<file path="src/rtl/iad_pkg.sv">
// package for the interagent address decoder of a bus exchange unit
// assumes a single 40 MHz system clock and apb register access
//
// Operation
// (RL1) three refusal kinds: retry, nack, failed
// (RL2) retry on locked segment or blocked io
// (RL3) nack only for interagent transactions
// (RL4) requester timeout places failed reply itself
// (RL5) requester should not repeat failed access
// (RL6) failed reply legal for every request
// (RL7) top address byte all ones means interagent
// (RL8) low 24 bits split into four fields
// (RL9) originating unit acts itself or forwards
// (RL10) only message bus unit forwards messages
// (RL11) local bus target bits pick unit
// (RL12) decode the four bit type field
// (RL13) type 1111 always ignored
// (RL14) unit bits compared with logical identifier
// (RL15) processor select bit picks processor
// (RL16) acceptance register of target processor decides
// (RL17) five bit priority drives accept decision
// (RL18) message addresses sixteen byte aligned
// (RL19) test access consults agent select register
// (RL20) one word aligned register per request
// (RL21) command requests discard their data word
// (RL22) size mismatch gets nack, byte enables ignored
// (RL23) physical request compares hardwired identifier
// (RL24) bad local register request raises failed signal; code ignores local reads unless message bus unit
// (RL25) unmatched requests untouched, no reply
package iad_pkg;

  // ----------------------------------------------------------------
  // address fields
  // ----------------------------------------------------------------
  localparam logic [7:0] IAC_ID_VAL  = 8'hff;
  localparam int         ID_HI       = 31;
  localparam int         ID_LO       = 24;
  localparam int         TY_HI       = 23;
  localparam int         TY_LO       = 20;
  localparam int         MOD_HI      = 19;
  localparam int         MOD_LO      = 12;
  localparam int         BB_HI       = 11;
  localparam int         BB_LO       = 10;
  localparam int         INT_HI      = 9;
  localparam int         INT_LO      = 0;
  localparam int         UNIT_HI     = 7;
  localparam int         UNIT_LO     = 2;
  localparam int         SEL_BIT     = 1;
  localparam int         PRIO_HI     = 8;
  localparam int         PRIO_LO     = 4;
  localparam int         CMD_BIT     = 7;
  localparam logic [2:0] REG_WORDS   = 3'h1;

  localparam logic [3:0] T_LBREG     = 4'h0;
  localparam logic [3:0] T_LOG       = 4'h2;
  localparam logic [3:0] T_MSG       = 4'h3;
  localparam logic [3:0] T_PHY       = 4'h4;
  localparam logic [3:0] T_IDENT     = 4'h7;
  localparam logic [3:0] T_PRIV      = 4'hf;

  // ----------------------------------------------------------------
  // register map
  // ----------------------------------------------------------------
  localparam logic [7:0] OFS_CTRL    = 8'h00;
  localparam logic [7:0] OFS_LOGID   = 8'h04;
  localparam logic [7:0] OFS_HWID    = 8'h08;
  localparam logic [7:0] OFS_ACC0    = 8'h0c;
  localparam logic [7:0] OFS_ACC1    = 8'h10;
  localparam logic [7:0] OFS_AGSEL   = 8'h14;
  localparam logic [7:0] OFS_STATUS  = 8'h18;
  localparam int         ACC_EN_BIT  = 8;
  localparam logic [2:0] CTRL_RST    = 3'h0;
  localparam logic [5:0] LOGID_RST   = 6'h00;
  localparam logic [8:0] ACC_RST     = 9'h000;
  localparam logic [5:0] HWID_DEF    = 6'h00;

  // ----------------------------------------------------------------
  // types
  // ----------------------------------------------------------------
  typedef enum logic [1:0] {
    K_ACCEPT = 2'h0,
    K_RETRY  = 2'h1,
    K_NACK   = 2'h2,
    K_FAILED = 2'h3
  } iad_kind_t;

  typedef enum logic [2:0] {
    S_IDLE = 3'h1,
    S_WAIT = 3'h2,
    S_DONE = 3'h4
  } iad_state_t;

  typedef struct packed {
    logic [3:0] ty;
    logic [7:0] module_dest;
    logic [1:0] local_bus_target_bits;
    logic [9:0] internal_dest;
  } iad_fields_t;

  typedef struct packed {
    logic      valid;
    iad_kind_t kind;
  } iad_reply_t;

  typedef struct packed {
    logic        valid;
    logic        write;
    logic        is_cmd;
    logic [7:0]  index;
    logic [31:0] data;
  } iad_regop_t;

endpackage

</file>
<file path="src/rtl/iad_field_split.sv">
// splits a 32-bit address into interagent fields
// assumes a plain combinational path; caller registers results
`timescale 1ns/1ps
module iad_field_split (
  // address in
  input  wire logic                [31:0] addr_i,
  // decoded out
  output logic                            is_iac_o,
  output iad_pkg::iad_fields_t            fields_o
);
  import iad_pkg::*;

  // (RL7) top byte all ones
  assign is_iac_o = (addr_i[ID_HI:ID_LO] == IAC_ID_VAL);
  // (RL8) four field split
  assign fields_o.ty                    = addr_i[TY_HI:TY_LO];
  assign fields_o.module_dest           = addr_i[MOD_HI:MOD_LO];
  assign fields_o.local_bus_target_bits = addr_i[BB_HI:BB_LO];
  assign fields_o.internal_dest         = addr_i[INT_HI:INT_LO];
endmodule

</file>
<file path="src/rtl/iad_msg_accept.sv">
// message acceptance decision for the two attached processors
// assumes acceptance registers and buffer-free levels are stable
`timescale 1ns/1ps
module iad_msg_accept (
  // message
  input  wire logic       [4:0] prio_i,
  input  wire logic             sel_i,
  // per processor state
  input  wire logic       [8:0] acc0_i,
  input  wire logic       [8:0] acc1_i,
  input  wire logic       [1:0] buf_free_i,
  // decision
  output logic                  accept_o
);
  import iad_pkg::*;

  logic [8:0] acc_w;
  logic       prio_ok_w;

  // (RL16) target processor register
  assign acc_w     = sel_i ? acc1_i : acc0_i;
  // (RL17) zero lowest, 31 highest
  assign prio_ok_w = (prio_i >= acc_w[PRIO_HI-PRIO_LO:0]);
  // (RL3) low priority or full buffer refuses
  assign accept_o  = acc_w[ACC_EN_BIT] & prio_ok_w & buf_free_i[sel_i];
endmodule

</file>
<file path="src/rtl/interagent_address_decode.sv">
// interagent address decoder: local bus side, message bus side, apb
// assumes local bus requester holds its request until answered
//
// The APB register port and the address map were left to the implementer.
`timescale 1ns/1ps
module interagent_address_decode #(
  parameter int TIMEOUT_CYCLES = 256,
  parameter logic [5:0] HWID   = iad_pkg::HWID_DEF
) (
  // clock and reset
  input  wire logic                  CLK_SYS_I,
  input  wire logic                  RESET_I,
  // apb slave
  input  wire logic                  PSEL_I,
  input  wire logic                  PENABLE_I,
  input  wire logic                  PWRITE_I,
  input  wire logic           [7:0]  PADDR_I,
  input  wire logic           [31:0] PWDATA_I,
  output logic                [31:0] PRDATA_O,
  output logic                       PREADY_O,
  output logic                       PSLVERR_O,
  // local bus request and answer
  input  wire logic                  LB_REQ_I,
  input  wire logic           [31:0] LB_ADDR_I,
  input  wire logic                  LB_WRITE_I,
  input  wire logic           [2:0]  LB_WORDS_I,
  input  wire logic           [3:0]  LB_BE_I,
  input  wire logic           [31:0] LB_DATA_I,
  output logic                       LB_READY_O,
  output logic                       LB_FAIL_O,
  output iad_pkg::iad_kind_t         LB_KIND_O,
  // forward onto system message bus
  output logic                       SMB_FWD_VALID_O,
  output logic                [31:0] SMB_FWD_ADDR_O,
  output logic                       SMB_FWD_WRITE_O,
  output logic                [2:0]  SMB_FWD_WORDS_O,
  output logic                [31:0] SMB_FWD_DATA_O,
  input  wire logic                  SMB_RSP_VALID_I,
  input  wire iad_pkg::iad_kind_t    SMB_RSP_KIND_I,
  // requests arriving from system message bus
  input  wire logic                  SMB_REQ_I,
  input  wire logic           [31:0] SMB_ADDR_I,
  input  wire logic                  SMB_WRITE_I,
  input  wire logic           [2:0]  SMB_WORDS_I,
  input  wire logic           [31:0] SMB_DATA_I,
  input  wire logic                  SMB_LOCKED_READ_I,
  input  wire logic                  SMB_SEG_LOCKED_I,
  input  wire logic                  SMB_MMIO_I,
  input  wire logic                  SMB_IO_BLOCKED_I,
  input  wire logic           [1:0]  SMB_BUF_FREE_I,
  output iad_pkg::iad_reply_t        SMB_REPLY_O,
  // local actions
  output iad_pkg::iad_regop_t        REG_OP_O,
  output logic                [1:0]  MSG_TAKEN_O
);
  import iad_pkg::*;

  localparam int CW = $clog2(TIMEOUT_CYCLES + 1);
  localparam logic [CW-1:0] TO_LOAD = CW'(TIMEOUT_CYCLES - 1);

  // ----------------------------------------------------------------
  // helpers
  // ----------------------------------------------------------------
  // (RL20) one word register per request
  function automatic iad_regop_t mk_regop(input iad_fields_t f,
                                          input logic        wr,
                                          input logic [31:0] dat);
    iad_regop_t r;
    r.valid  = 1'b1;
    r.write  = wr;
    r.index  = f.internal_dest[INT_HI:2];
    r.is_cmd = r.index[CMD_BIT];
    // (RL21) command drops data word
    r.data   = r.is_cmd ? 32'h0 : dat;
    return r;
  endfunction

  // ----------------------------------------------------------------
  // state
  // ----------------------------------------------------------------
  iad_state_t  st_q, st_d;
  logic [2:0]  ctrl_q;
  logic [5:0]  logid_q;
  logic [8:0]  acc0_q, acc1_q;
  logic        agsel_q;
  logic [CW-1:0] cnt_q;
  iad_kind_t   last_kind_q;

  logic        msg_bus_w;
  logic [1:0]  bus_id_w;
  assign msg_bus_w = ctrl_q[0];
  assign bus_id_w  = ctrl_q[2:1];

  // ----------------------------------------------------------------
  // local bus decode
  // ----------------------------------------------------------------
  logic        lb_iac_w;
  iad_fields_t lb_f;
  logic        lb_take_w, lb_local_go_w, lb_fwd_go_w, lb_fwd_ok_w;
  logic        lb_size_bad_w, lb_bb_hit_w, lb_local_w;

  iad_field_split u_lb_split (
    .addr_i   (LB_ADDR_I),
    .is_iac_o (lb_iac_w),
    .fields_o (lb_f)
  );

  // (RL13) private space never taken
  assign lb_take_w = LB_REQ_I & lb_iac_w & (lb_f.ty != T_PRIV)
                     & (st_q == S_IDLE);
  // (RL11) unit picked by attached bus
  assign lb_bb_hit_w = (lb_f.local_bus_target_bits == bus_id_w);
  // (RL10) messages only via message bus unit
  assign lb_fwd_ok_w = (lb_f.ty == T_MSG) ? msg_bus_w
                       : (((lb_f.ty == T_LOG) | (lb_f.ty == T_PHY)
                          | (lb_f.ty == T_IDENT)) & lb_bb_hit_w);
  assign lb_local_w  = (lb_f.ty == T_LBREG);
  // (RL22) byte enables play no part
  assign lb_size_bad_w = (LB_WORDS_I != REG_WORDS);

  // ----------------------------------------------------------------
  // system bus serving decode
  // ----------------------------------------------------------------
  logic        sm_iac_w, unit_hit_w, phys_hit_w, sm_size_bad_w;
  logic        sm_retry_w, sm_msg_w, sm_reg_hit_w, sm_serve_reg_w;
  logic        serve_w, msg_ok_w, sm_sel_w;
  iad_fields_t sm_f;
  iad_kind_t   serve_kind_w;

  iad_field_split u_sm_split (
    .addr_i   (SMB_ADDR_I),
    .is_iac_o (sm_iac_w),
    .fields_o (sm_f)
  );

  assign sm_sel_w = sm_f.module_dest[SEL_BIT];

  iad_msg_accept u_accept (
    .prio_i     (sm_f.internal_dest[PRIO_HI:PRIO_LO]),
    .sel_i      (sm_sel_w),
    .acc0_i     (acc0_q),
    .acc1_i     (acc1_q),
    .buf_free_i (SMB_BUF_FREE_I),
    .accept_o   (msg_ok_w)
  );

  // (RL14) unit bits against logical identifier
  assign unit_hit_w = (sm_f.module_dest[UNIT_HI:UNIT_LO] == logid_q);
  // (RL23) low two bits ignored
  assign phys_hit_w = (sm_f.module_dest[UNIT_HI:UNIT_LO] == HWID);
  assign sm_size_bad_w = (SMB_WORDS_I != REG_WORDS);
  // (RL2) lock or blocked io
  assign sm_retry_w = SMB_REQ_I & ~sm_iac_w
                      & ((SMB_LOCKED_READ_I & SMB_SEG_LOCKED_I)
                         | (SMB_MMIO_I & SMB_IO_BLOCKED_I));
  // (RL12) message type on message bus
  assign sm_msg_w = SMB_REQ_I & sm_iac_w & (sm_f.ty == T_MSG)
                    & msg_bus_w & unit_hit_w;
  // (RL19) test access gated by agent select
  assign sm_reg_hit_w = SMB_REQ_I & sm_iac_w
                        & (((sm_f.ty == T_LOG) & unit_hit_w
                            & (~sm_f.module_dest[SEL_BIT] | agsel_q))
                           | ((sm_f.ty == T_PHY) & phys_hit_w));
  assign sm_serve_reg_w = sm_reg_hit_w & ~sm_size_bad_w;
  // (RL25) nothing matched, nothing driven
  assign serve_w = sm_retry_w | sm_msg_w | sm_reg_hit_w;
  // (RL1) distinct refusal reasons
  assign serve_kind_w = sm_retry_w ? K_RETRY
                      : sm_msg_w ? (msg_ok_w ? K_ACCEPT : K_NACK)
                      : (sm_size_bad_w ? K_NACK : K_ACCEPT);

  // a served register request wins over a local one in the same cycle
  assign lb_local_go_w = lb_take_w & lb_local_w & ~sm_serve_reg_w
                         & (LB_WRITE_I | msg_bus_w);
  // (RL9) forward or act locally
  assign lb_fwd_go_w = lb_take_w & ~lb_local_w & lb_fwd_ok_w;

  // ----------------------------------------------------------------
  // local bus sequencer
  // ----------------------------------------------------------------
  logic expire_w, rsp_w;
  assign rsp_w    = (st_q == S_WAIT) & SMB_RSP_VALID_I;
  // timeout yields to a serving reply in the same cycle
  assign expire_w = (st_q == S_WAIT) & ~SMB_RSP_VALID_I
                    & (cnt_q == '0) & ~serve_w;

  always_comb begin
    st_d = st_q;
    case (st_q)
      S_IDLE: begin
        if (lb_fwd_go_w) begin
          st_d = S_WAIT;
        end else if (lb_local_go_w) begin
          st_d = S_DONE;
        end
      end
      S_WAIT: begin
        if (rsp_w | expire_w) begin
          st_d = S_DONE;
        end
      end
      S_DONE: st_d = S_IDLE;
      default: st_d = S_IDLE;
    endcase
  end

  always_ff @(posedge CLK_SYS_I) begin
    if (RESET_I) begin
      st_q  <= S_IDLE;
      cnt_q <= '0;
    end else begin
      st_q <= st_d;
      if (lb_fwd_go_w) begin
        cnt_q <= TO_LOAD;
      end else if (cnt_q != '0) begin
        cnt_q <= cnt_q - CW'(1);
      end
    end
  end

  // ----------------------------------------------------------------
  // answers
  // ----------------------------------------------------------------
  iad_kind_t  lb_kind_d;
  logic       lb_done_d;
  iad_reply_t reply_d;
  iad_regop_t regop_d;

  assign lb_done_d = rsp_w | expire_w | lb_local_go_w;
  // (RL6) any reply kind closes the wait
  // (RL24) bad local register write fails; a read only on message bus unit
  assign lb_kind_d = rsp_w ? SMB_RSP_KIND_I
                   : expire_w ? K_FAILED
                   : (lb_size_bad_w ? K_FAILED : K_ACCEPT);
  // (RL4) requester drives failed reply itself
  assign reply_d.valid = serve_w | expire_w;
  assign reply_d.kind  = serve_w ? serve_kind_w : K_FAILED;
  assign regop_d = sm_serve_reg_w ? mk_regop(sm_f, SMB_WRITE_I, SMB_DATA_I)
                 : (lb_local_go_w & ~lb_size_bad_w)
                   ? mk_regop(lb_f, LB_WRITE_I, LB_DATA_I) : '0;

  always_ff @(posedge CLK_SYS_I) begin
    if (RESET_I) begin
      LB_READY_O      <= 1'b0;
      LB_FAIL_O       <= 1'b0;
      LB_KIND_O       <= K_ACCEPT;
      last_kind_q     <= K_ACCEPT;
      SMB_REPLY_O     <= '0;
      REG_OP_O        <= '0;
      MSG_TAKEN_O     <= 2'h0;
      SMB_FWD_VALID_O <= 1'b0;
      SMB_FWD_ADDR_O  <= 32'h0;
      SMB_FWD_WRITE_O <= 1'b0;
      SMB_FWD_WORDS_O <= 3'h0;
      SMB_FWD_DATA_O  <= 32'h0;
    end else begin
      LB_READY_O  <= lb_done_d & (lb_kind_d == K_ACCEPT);
      LB_FAIL_O   <= lb_done_d & (lb_kind_d != K_ACCEPT);
      LB_KIND_O   <= lb_done_d ? lb_kind_d : K_ACCEPT;
      if (lb_done_d) begin
        last_kind_q <= lb_kind_d;
      end
      SMB_REPLY_O <= reply_d;
      REG_OP_O    <= regop_d;
      // (RL15) select bit picks processor
      MSG_TAKEN_O <= (sm_msg_w & msg_ok_w)
                     ? (sm_sel_w ? 2'h2 : 2'h1) : 2'h0;
      SMB_FWD_VALID_O <= lb_fwd_go_w;
      if (lb_fwd_go_w) begin
        SMB_FWD_ADDR_O  <= LB_ADDR_I;
        SMB_FWD_WRITE_O <= LB_WRITE_I;
        SMB_FWD_WORDS_O <= LB_WORDS_I;
        SMB_FWD_DATA_O  <= LB_DATA_I;
      end
    end
  end

  // ----------------------------------------------------------------
  // apb registers
  // ----------------------------------------------------------------
  // one wait state keeps read data straight from a flop
  logic        acc_w, wr_w, hit_w;
  logic [31:0] rd_w;
  assign acc_w = PSEL_I & PENABLE_I & ~PREADY_O;
  assign wr_w  = PSEL_I & PENABLE_I & PREADY_O & PWRITE_I & hit_w;
  assign hit_w = (PADDR_I == OFS_CTRL) | (PADDR_I == OFS_LOGID)
               | (PADDR_I == OFS_HWID) | (PADDR_I == OFS_ACC0)
               | (PADDR_I == OFS_ACC1) | (PADDR_I == OFS_AGSEL)
               | (PADDR_I == OFS_STATUS);

  always_comb begin
    rd_w = 32'h0;
    case (PADDR_I)
      OFS_CTRL:   rd_w = {29'h0, ctrl_q};
      OFS_LOGID:  rd_w = {26'h0, logid_q};
      OFS_HWID:   rd_w = {26'h0, HWID};
      OFS_ACC0:   rd_w = {23'h0, acc0_q};
      OFS_ACC1:   rd_w = {23'h0, acc1_q};
      OFS_AGSEL:  rd_w = {31'h0, agsel_q};
      OFS_STATUS: rd_w = {29'h0, (st_q == S_WAIT), last_kind_q};
      default:    rd_w = 32'h0;
    endcase
  end

  always_ff @(posedge CLK_SYS_I) begin
    if (RESET_I) begin
      PREADY_O  <= 1'b0;
      PSLVERR_O <= 1'b0;
      PRDATA_O  <= 32'h0;
      ctrl_q    <= CTRL_RST;
      logid_q   <= LOGID_RST;
      acc0_q    <= ACC_RST;
      acc1_q    <= ACC_RST;
      agsel_q   <= 1'b0;
    end else begin
      PREADY_O  <= acc_w;
      PSLVERR_O <= acc_w & ~hit_w;
      PRDATA_O  <= (acc_w & ~PWRITE_I) ? rd_w : 32'h0;
      if (wr_w && PADDR_I == OFS_CTRL)  ctrl_q  <= PWDATA_I[2:0];
      if (wr_w && PADDR_I == OFS_LOGID) logid_q <= PWDATA_I[5:0];
      if (wr_w && PADDR_I == OFS_ACC0)  acc0_q  <= PWDATA_I[8:0];
      if (wr_w && PADDR_I == OFS_ACC1)  acc1_q  <= PWDATA_I[8:0];
      if (wr_w && PADDR_I == OFS_AGSEL) agsel_q <= PWDATA_I[0];
    end
  end
endmodule
</file>
<file path="config.mk">
export PLATFORM = sky130hd
export DESIGN_NAME = interagent_address_decode
export DESIGN_NICKNAME = d
export VERILOG_FILES = /design/src/rtl/iad_pkg.sv /design/src/rtl/iad_field_split.sv /design/src/rtl/iad_msg_accept.sv /design/src/rtl/interagent_address_decode.sv
export SDC_FILE = /design/constraint.sdc
export NUM_CORES = 1
export LEC_CHECK = 0
export BUFFER_PORTS_ARGS = -buffer_cell sky130_fd_sc_hd__clkbuf_2
export CAP_MARGIN = 20
export CORE_AREA = 2 2 138 140
export DETAILED_ROUTE_END_ITERATION = 6
export DIE_AREA = 0 0 140 142
export PLACE_DENSITY_LB_ADDON = 0.3
export SYNTH_ARGS = -nofsm -noshare
export SYNTH_HDL_FRONTEND = slang
export SYNTH_SLANG_ARGS = --single-unit
</file>
<file path="constraint.sdc">
create_clock -name CLK_SYS_I -period 2.53 [get_ports CLK_SYS_I]
set_input_delay 0.1265 -clock CLK_SYS_I [delete_from_list [all_inputs] [get_ports CLK_SYS_I]]
set_output_delay 0.1265 -clock CLK_SYS_I [all_outputs]
set_load 0.02 [all_outputs]
</file>
==> key figures <==
Run status
  • Outcome: complete, but fails checks
  • Violated checks: design-rule violations

Logic synthesis
  • Sequential area share after synthesis: 0.500
  • Synth warnings: 0
  • FFs w/ async S/R, synth: 0
  • Post-synth cell types: 60
  • FF+latch count, synth: around 170
  • Post-synth EDFFs: 0
  • Main flop type after synthesis: dfxtp_1
  • Syn avg cell area: a little under 10 um^2
  • Post-Syn Area: a little under 7000 um^2
  • Mapped Cells: 719

Setup path
  • Crit end category: flop
  • R2R depth: 6
  • Flop-to-flop setup slack: between 150 and 200 ps
  • Critical path type: reg -> reg
  • Worst reg2reg path startpoint: st_q[2]$_SDFFE_PP0P_
  • Worst EP required: roughly 2900 ps
  • Critical path launch point type: flop
  • Crit path DAT: 2730 ps
  • RR Endpoint: REG_OP_O[35]$_SDFF_PP0_
  • Worst Path Max Fanout: 7

Timing
  • Final setup viols: 0
  • Clock skew: slightly above 9 ps
  • Shortest period the worst path allows: ~2400 ps
  • Final setup TNS: 0 ps
  • Final worst-path cycle share: 0.939
  • RSZ-0062 raised after global routing: false
  • Slew HR: 0.442
  • Worst Tran Pin Value: about 840 ps
  • Post-route setup slack: between 150 and 200 ps
  • Max Slew Vio Count: 0
  • Final hold vios: 0
  • Highest clock rate: ~0.42 GHz

Floorplan
  • Ports: 351
  • Row Count: 50
  • Die area: 19900 um^2
  • Core area: roughly 18000 um^2
  • Die width: between 100 and 150 um
  • Die height: about 140 um
  • Initial core utilization: 0.376

GRT
  • First-pass GRT wire length: 34400 um
  • Vias in the first global route: about 6300
  • GRT overflow: 0
  • All-Layer GR Usage: 0.223
  • Largest net degree at the start of global routing: 53
  • Antenna violations before repair: 0

Clock tree
  • Worst-path clk slew: roughly 70 ps
  • Total CTS buffers: 17
  • TritonCTS clock tree: built
  • Sink Count: 173
  • Skew-Pair Late Insertion Delay: 430 ps
  • Clock tree buffer depth: 2
  • Clk root buf: clkbuf_16
  • Htree depth: 4

Pwr
  • PwrDens: ~610 nW/um^2
  • Leakage power: 4.94 nW
  • VDD IR max: 0.000472 V
  • Total power: ~6.3 mW

Detailed routing
  • Drt total wl: between 20000 and 25000 um
  • DRC Markers: 27
  • Overall via count from detail_route: slightly below 7000
  • Via/cell ratio: ~5
  • Drt pass-1 iters: 7
  • DR iter-0 viols: roughly 360
  • Antenna Nets Post-Route: 0
  • Routed WL per cell: between 15 and 20 um

Finish
  • Nets: between 1000 and 1500
  • Multi-input logic area: about 3200 um^2
  • Area growth, synth to finish: 48.7%
  • Commonest non-fill, non-tap cell in the layout: clkbuf_2
  • Register area: 3460 um^2
  • Antenna cell count: 0
  • Share of post-route cells with drive strength above 1: 0.324
  • Leading cell types in the layout, fill and taps excluded: 294 x clkbuf_2, 173 x dfxtp_1, 106 x dlygate4sd3_1
  • Filler cell count in the final layout: between 1500 and 2000

Place
  • Port Buffer Count: 295
  • HPWL Detailed: 16100 um
  • Setup WS pre-CTS: between 200 and 250 ps
  • RePlAce Congestion: approximately 0.82

Worst hold path
  • Hold Path Origin: SMB_ADDR_I[7]
  • Hold path depth: 3
  • Worst hold path class: in -> reg
  • Hold EP: REG_OP_O[37]$_SDFF_PP0_

Job
  • Max-Cap Viols: 0
==> registers in the layout (all words and copies together), names as in the netlist, 2 cells and up <==
| name | flops |
|---|---|
| cnt_q | 9 |
| REG_OP_O | 42 |
| ctrl_q | 3 |
| SMB_REPLY_O | 3 |
| PRDATA_O | 9 |
| SMB_FWD_WORDS_O | 3 |
| LB_KIND_O | 2 |
| SMB_FWD_ADDR_O | 32 |
| st_q | 3 |
| logid_q | 6 |
| acc1_q | 9 |
| SMB_FWD_DATA_O | 32 |
| acc0_q | 9 |
| last_kind_q | 2 |
| MSG_TAKEN_O | 2 |
==> kinds of logic (layout without fill, tap and decap cells) <==
| kind of cell | Yosys count | after routing | synth area share |
|---|---|---|---|
| AO/OA/AOI/OAI | 136 | 136 | 0.141 |
| XOR/XNOR | 13 | 13 | 0.0164 |
| adder cells (fa/ha/maj) | 7 | 7 | 0.0126 |
| buffers and inverters | 77 | 466 | 0.0596 |
| flip-flops | 173 | 173 | 0.500 |
| multiplexers | 71 | 71 | 0.103 |
| other | 1 | 23 | 0.000541 |
| AND/OR/NAND/NOR | 241 | 241 | 0.168 |
==> how the worst max path moves through the flow <==
| stage | from | end | cells after the start |
|---|---|---|---|
| global placement | st_q[2]$_SDFFE_PP0P_ | REG_OP_O[35]$_SDFF_PP0_ | 6 |
| floorplan | logid_q[2]$_SDFFE_PP0P_ | REG_OP_O[10]$_SDFF_PP0_ | 7 |
| finish | st_q[2]$_SDFFE_PP0P_ | REG_OP_O[35]$_SDFF_PP0_ | 6 |
| CTS | st_q[2]$_SDFFE_PP0P_ | REG_OP_O[35]$_SDFF_PP0_ | 6 |
| detailed placement | SMB_ADDR_I[22] | REG_OP_O[22]$_SDFF_PP0_ | 8 |
| global route | st_q[2]$_SDFFE_PP0P_ | REG_OP_O[32]$_SDFF_PP0_ | 6 |
==> critical path: stages, from the launching register on <==
cell       delay (ps)
dfxtp_1           350
nand4bb_1         220
nor4_2            460
o211ai_2          270
a311oi_2          730
a22oi_1           140
nor2_1            140
==> timing repair <==
action	in CTS	in global routing
hold buffers	106	0
endpoints found under the hold margin	118	0
buffers inserted	0	0
setup endpoints to repair	0	0
gates resized for setup	0	0
==> cells in the mapped netlist, types with 2 or more instances <==
cell type	instances	area share
nand4b_1	2	0.0025
or2_2	3	0.0027
nor3_1	13	0.0094
o21bai_1	3	0.0032
dfxtp_1	173	0.50
nor4b_1	3	0.0038
xor2_1	2	0.0025
a22o_1	34	0.043
a21oi_1	49	0.035
mux2_2	2	0.0032
mux2i_1	69	0.10
nor3b_1	2	0.0022
buf_4	24	0.026
clkbuf_1	26	0.014
nand2b_1	7	0.0063
nor4_1	3	0.0027
and4_1	2	0.0025
a211oi_1	5	0.0054
a31oi_1	4	0.0036
nor3_2	2	0.0029
buf_1	2	0.0011
ha_1	7	0.013
nand2_1	48	0.026
inv_1	13	0.0070
a22oi_1	13	0.014
buf_6	3	0.0049
a311o_1	2	0.0029
a222oi_1	3	0.0043
buf_2	9	0.0065
nor2_1	98	0.053
xnor2_1	11	0.014
o21ai_0	8	0.0058
o41a_1	2	0.0032
nand3_1	34	0.025
nand4_1	8	0.0072
nor4_2	3	0.0054
nor2b_1	4	0.0036
==> routing by layer <==
metal  GRT usage  part of all wire  up-vias
li1            -                 -     3295
met1       0.269              0.42     3112
met2       0.386              0.48      307
met3      0.0498             0.066       48
met4      0.0968             0.036        0
met5           0                 0        -
==> through the flow <==
stage	cells	cell area, um^2	hold slack, ps	utilization
floorplan	741	7010	252	-
global placement	1226	8650	338	0.469
detailed placement	1226	8650	341	0.469
CTS	1364	10300	3.01	0.559
global route	1364	10300	14.3	0.559
finish	1364	10300	16.1	0.559
==> final cells by class <==
| cell class | count | share of cell area |
|---|---|---|
| clock inverter | 15 | 0.0164 |
| timing repair buffer | 421 | 0.266 |
| tap | 234 | 0.0284 |
| multi-input combinational | 491 | 0.307 |
| clock buffer | 17 | 0.0413 |
| inverter | 13 | 0.00473 |
| sequential | 173 | 0.336 |
==> where the power goes <==
part | internal [mW] | switching [mW]
sequential | 2.78 | 0.0439
clock | 1.41 | 1.26
combinational | 0.410 | 0.403
Power figures use the tool's default switching activity.
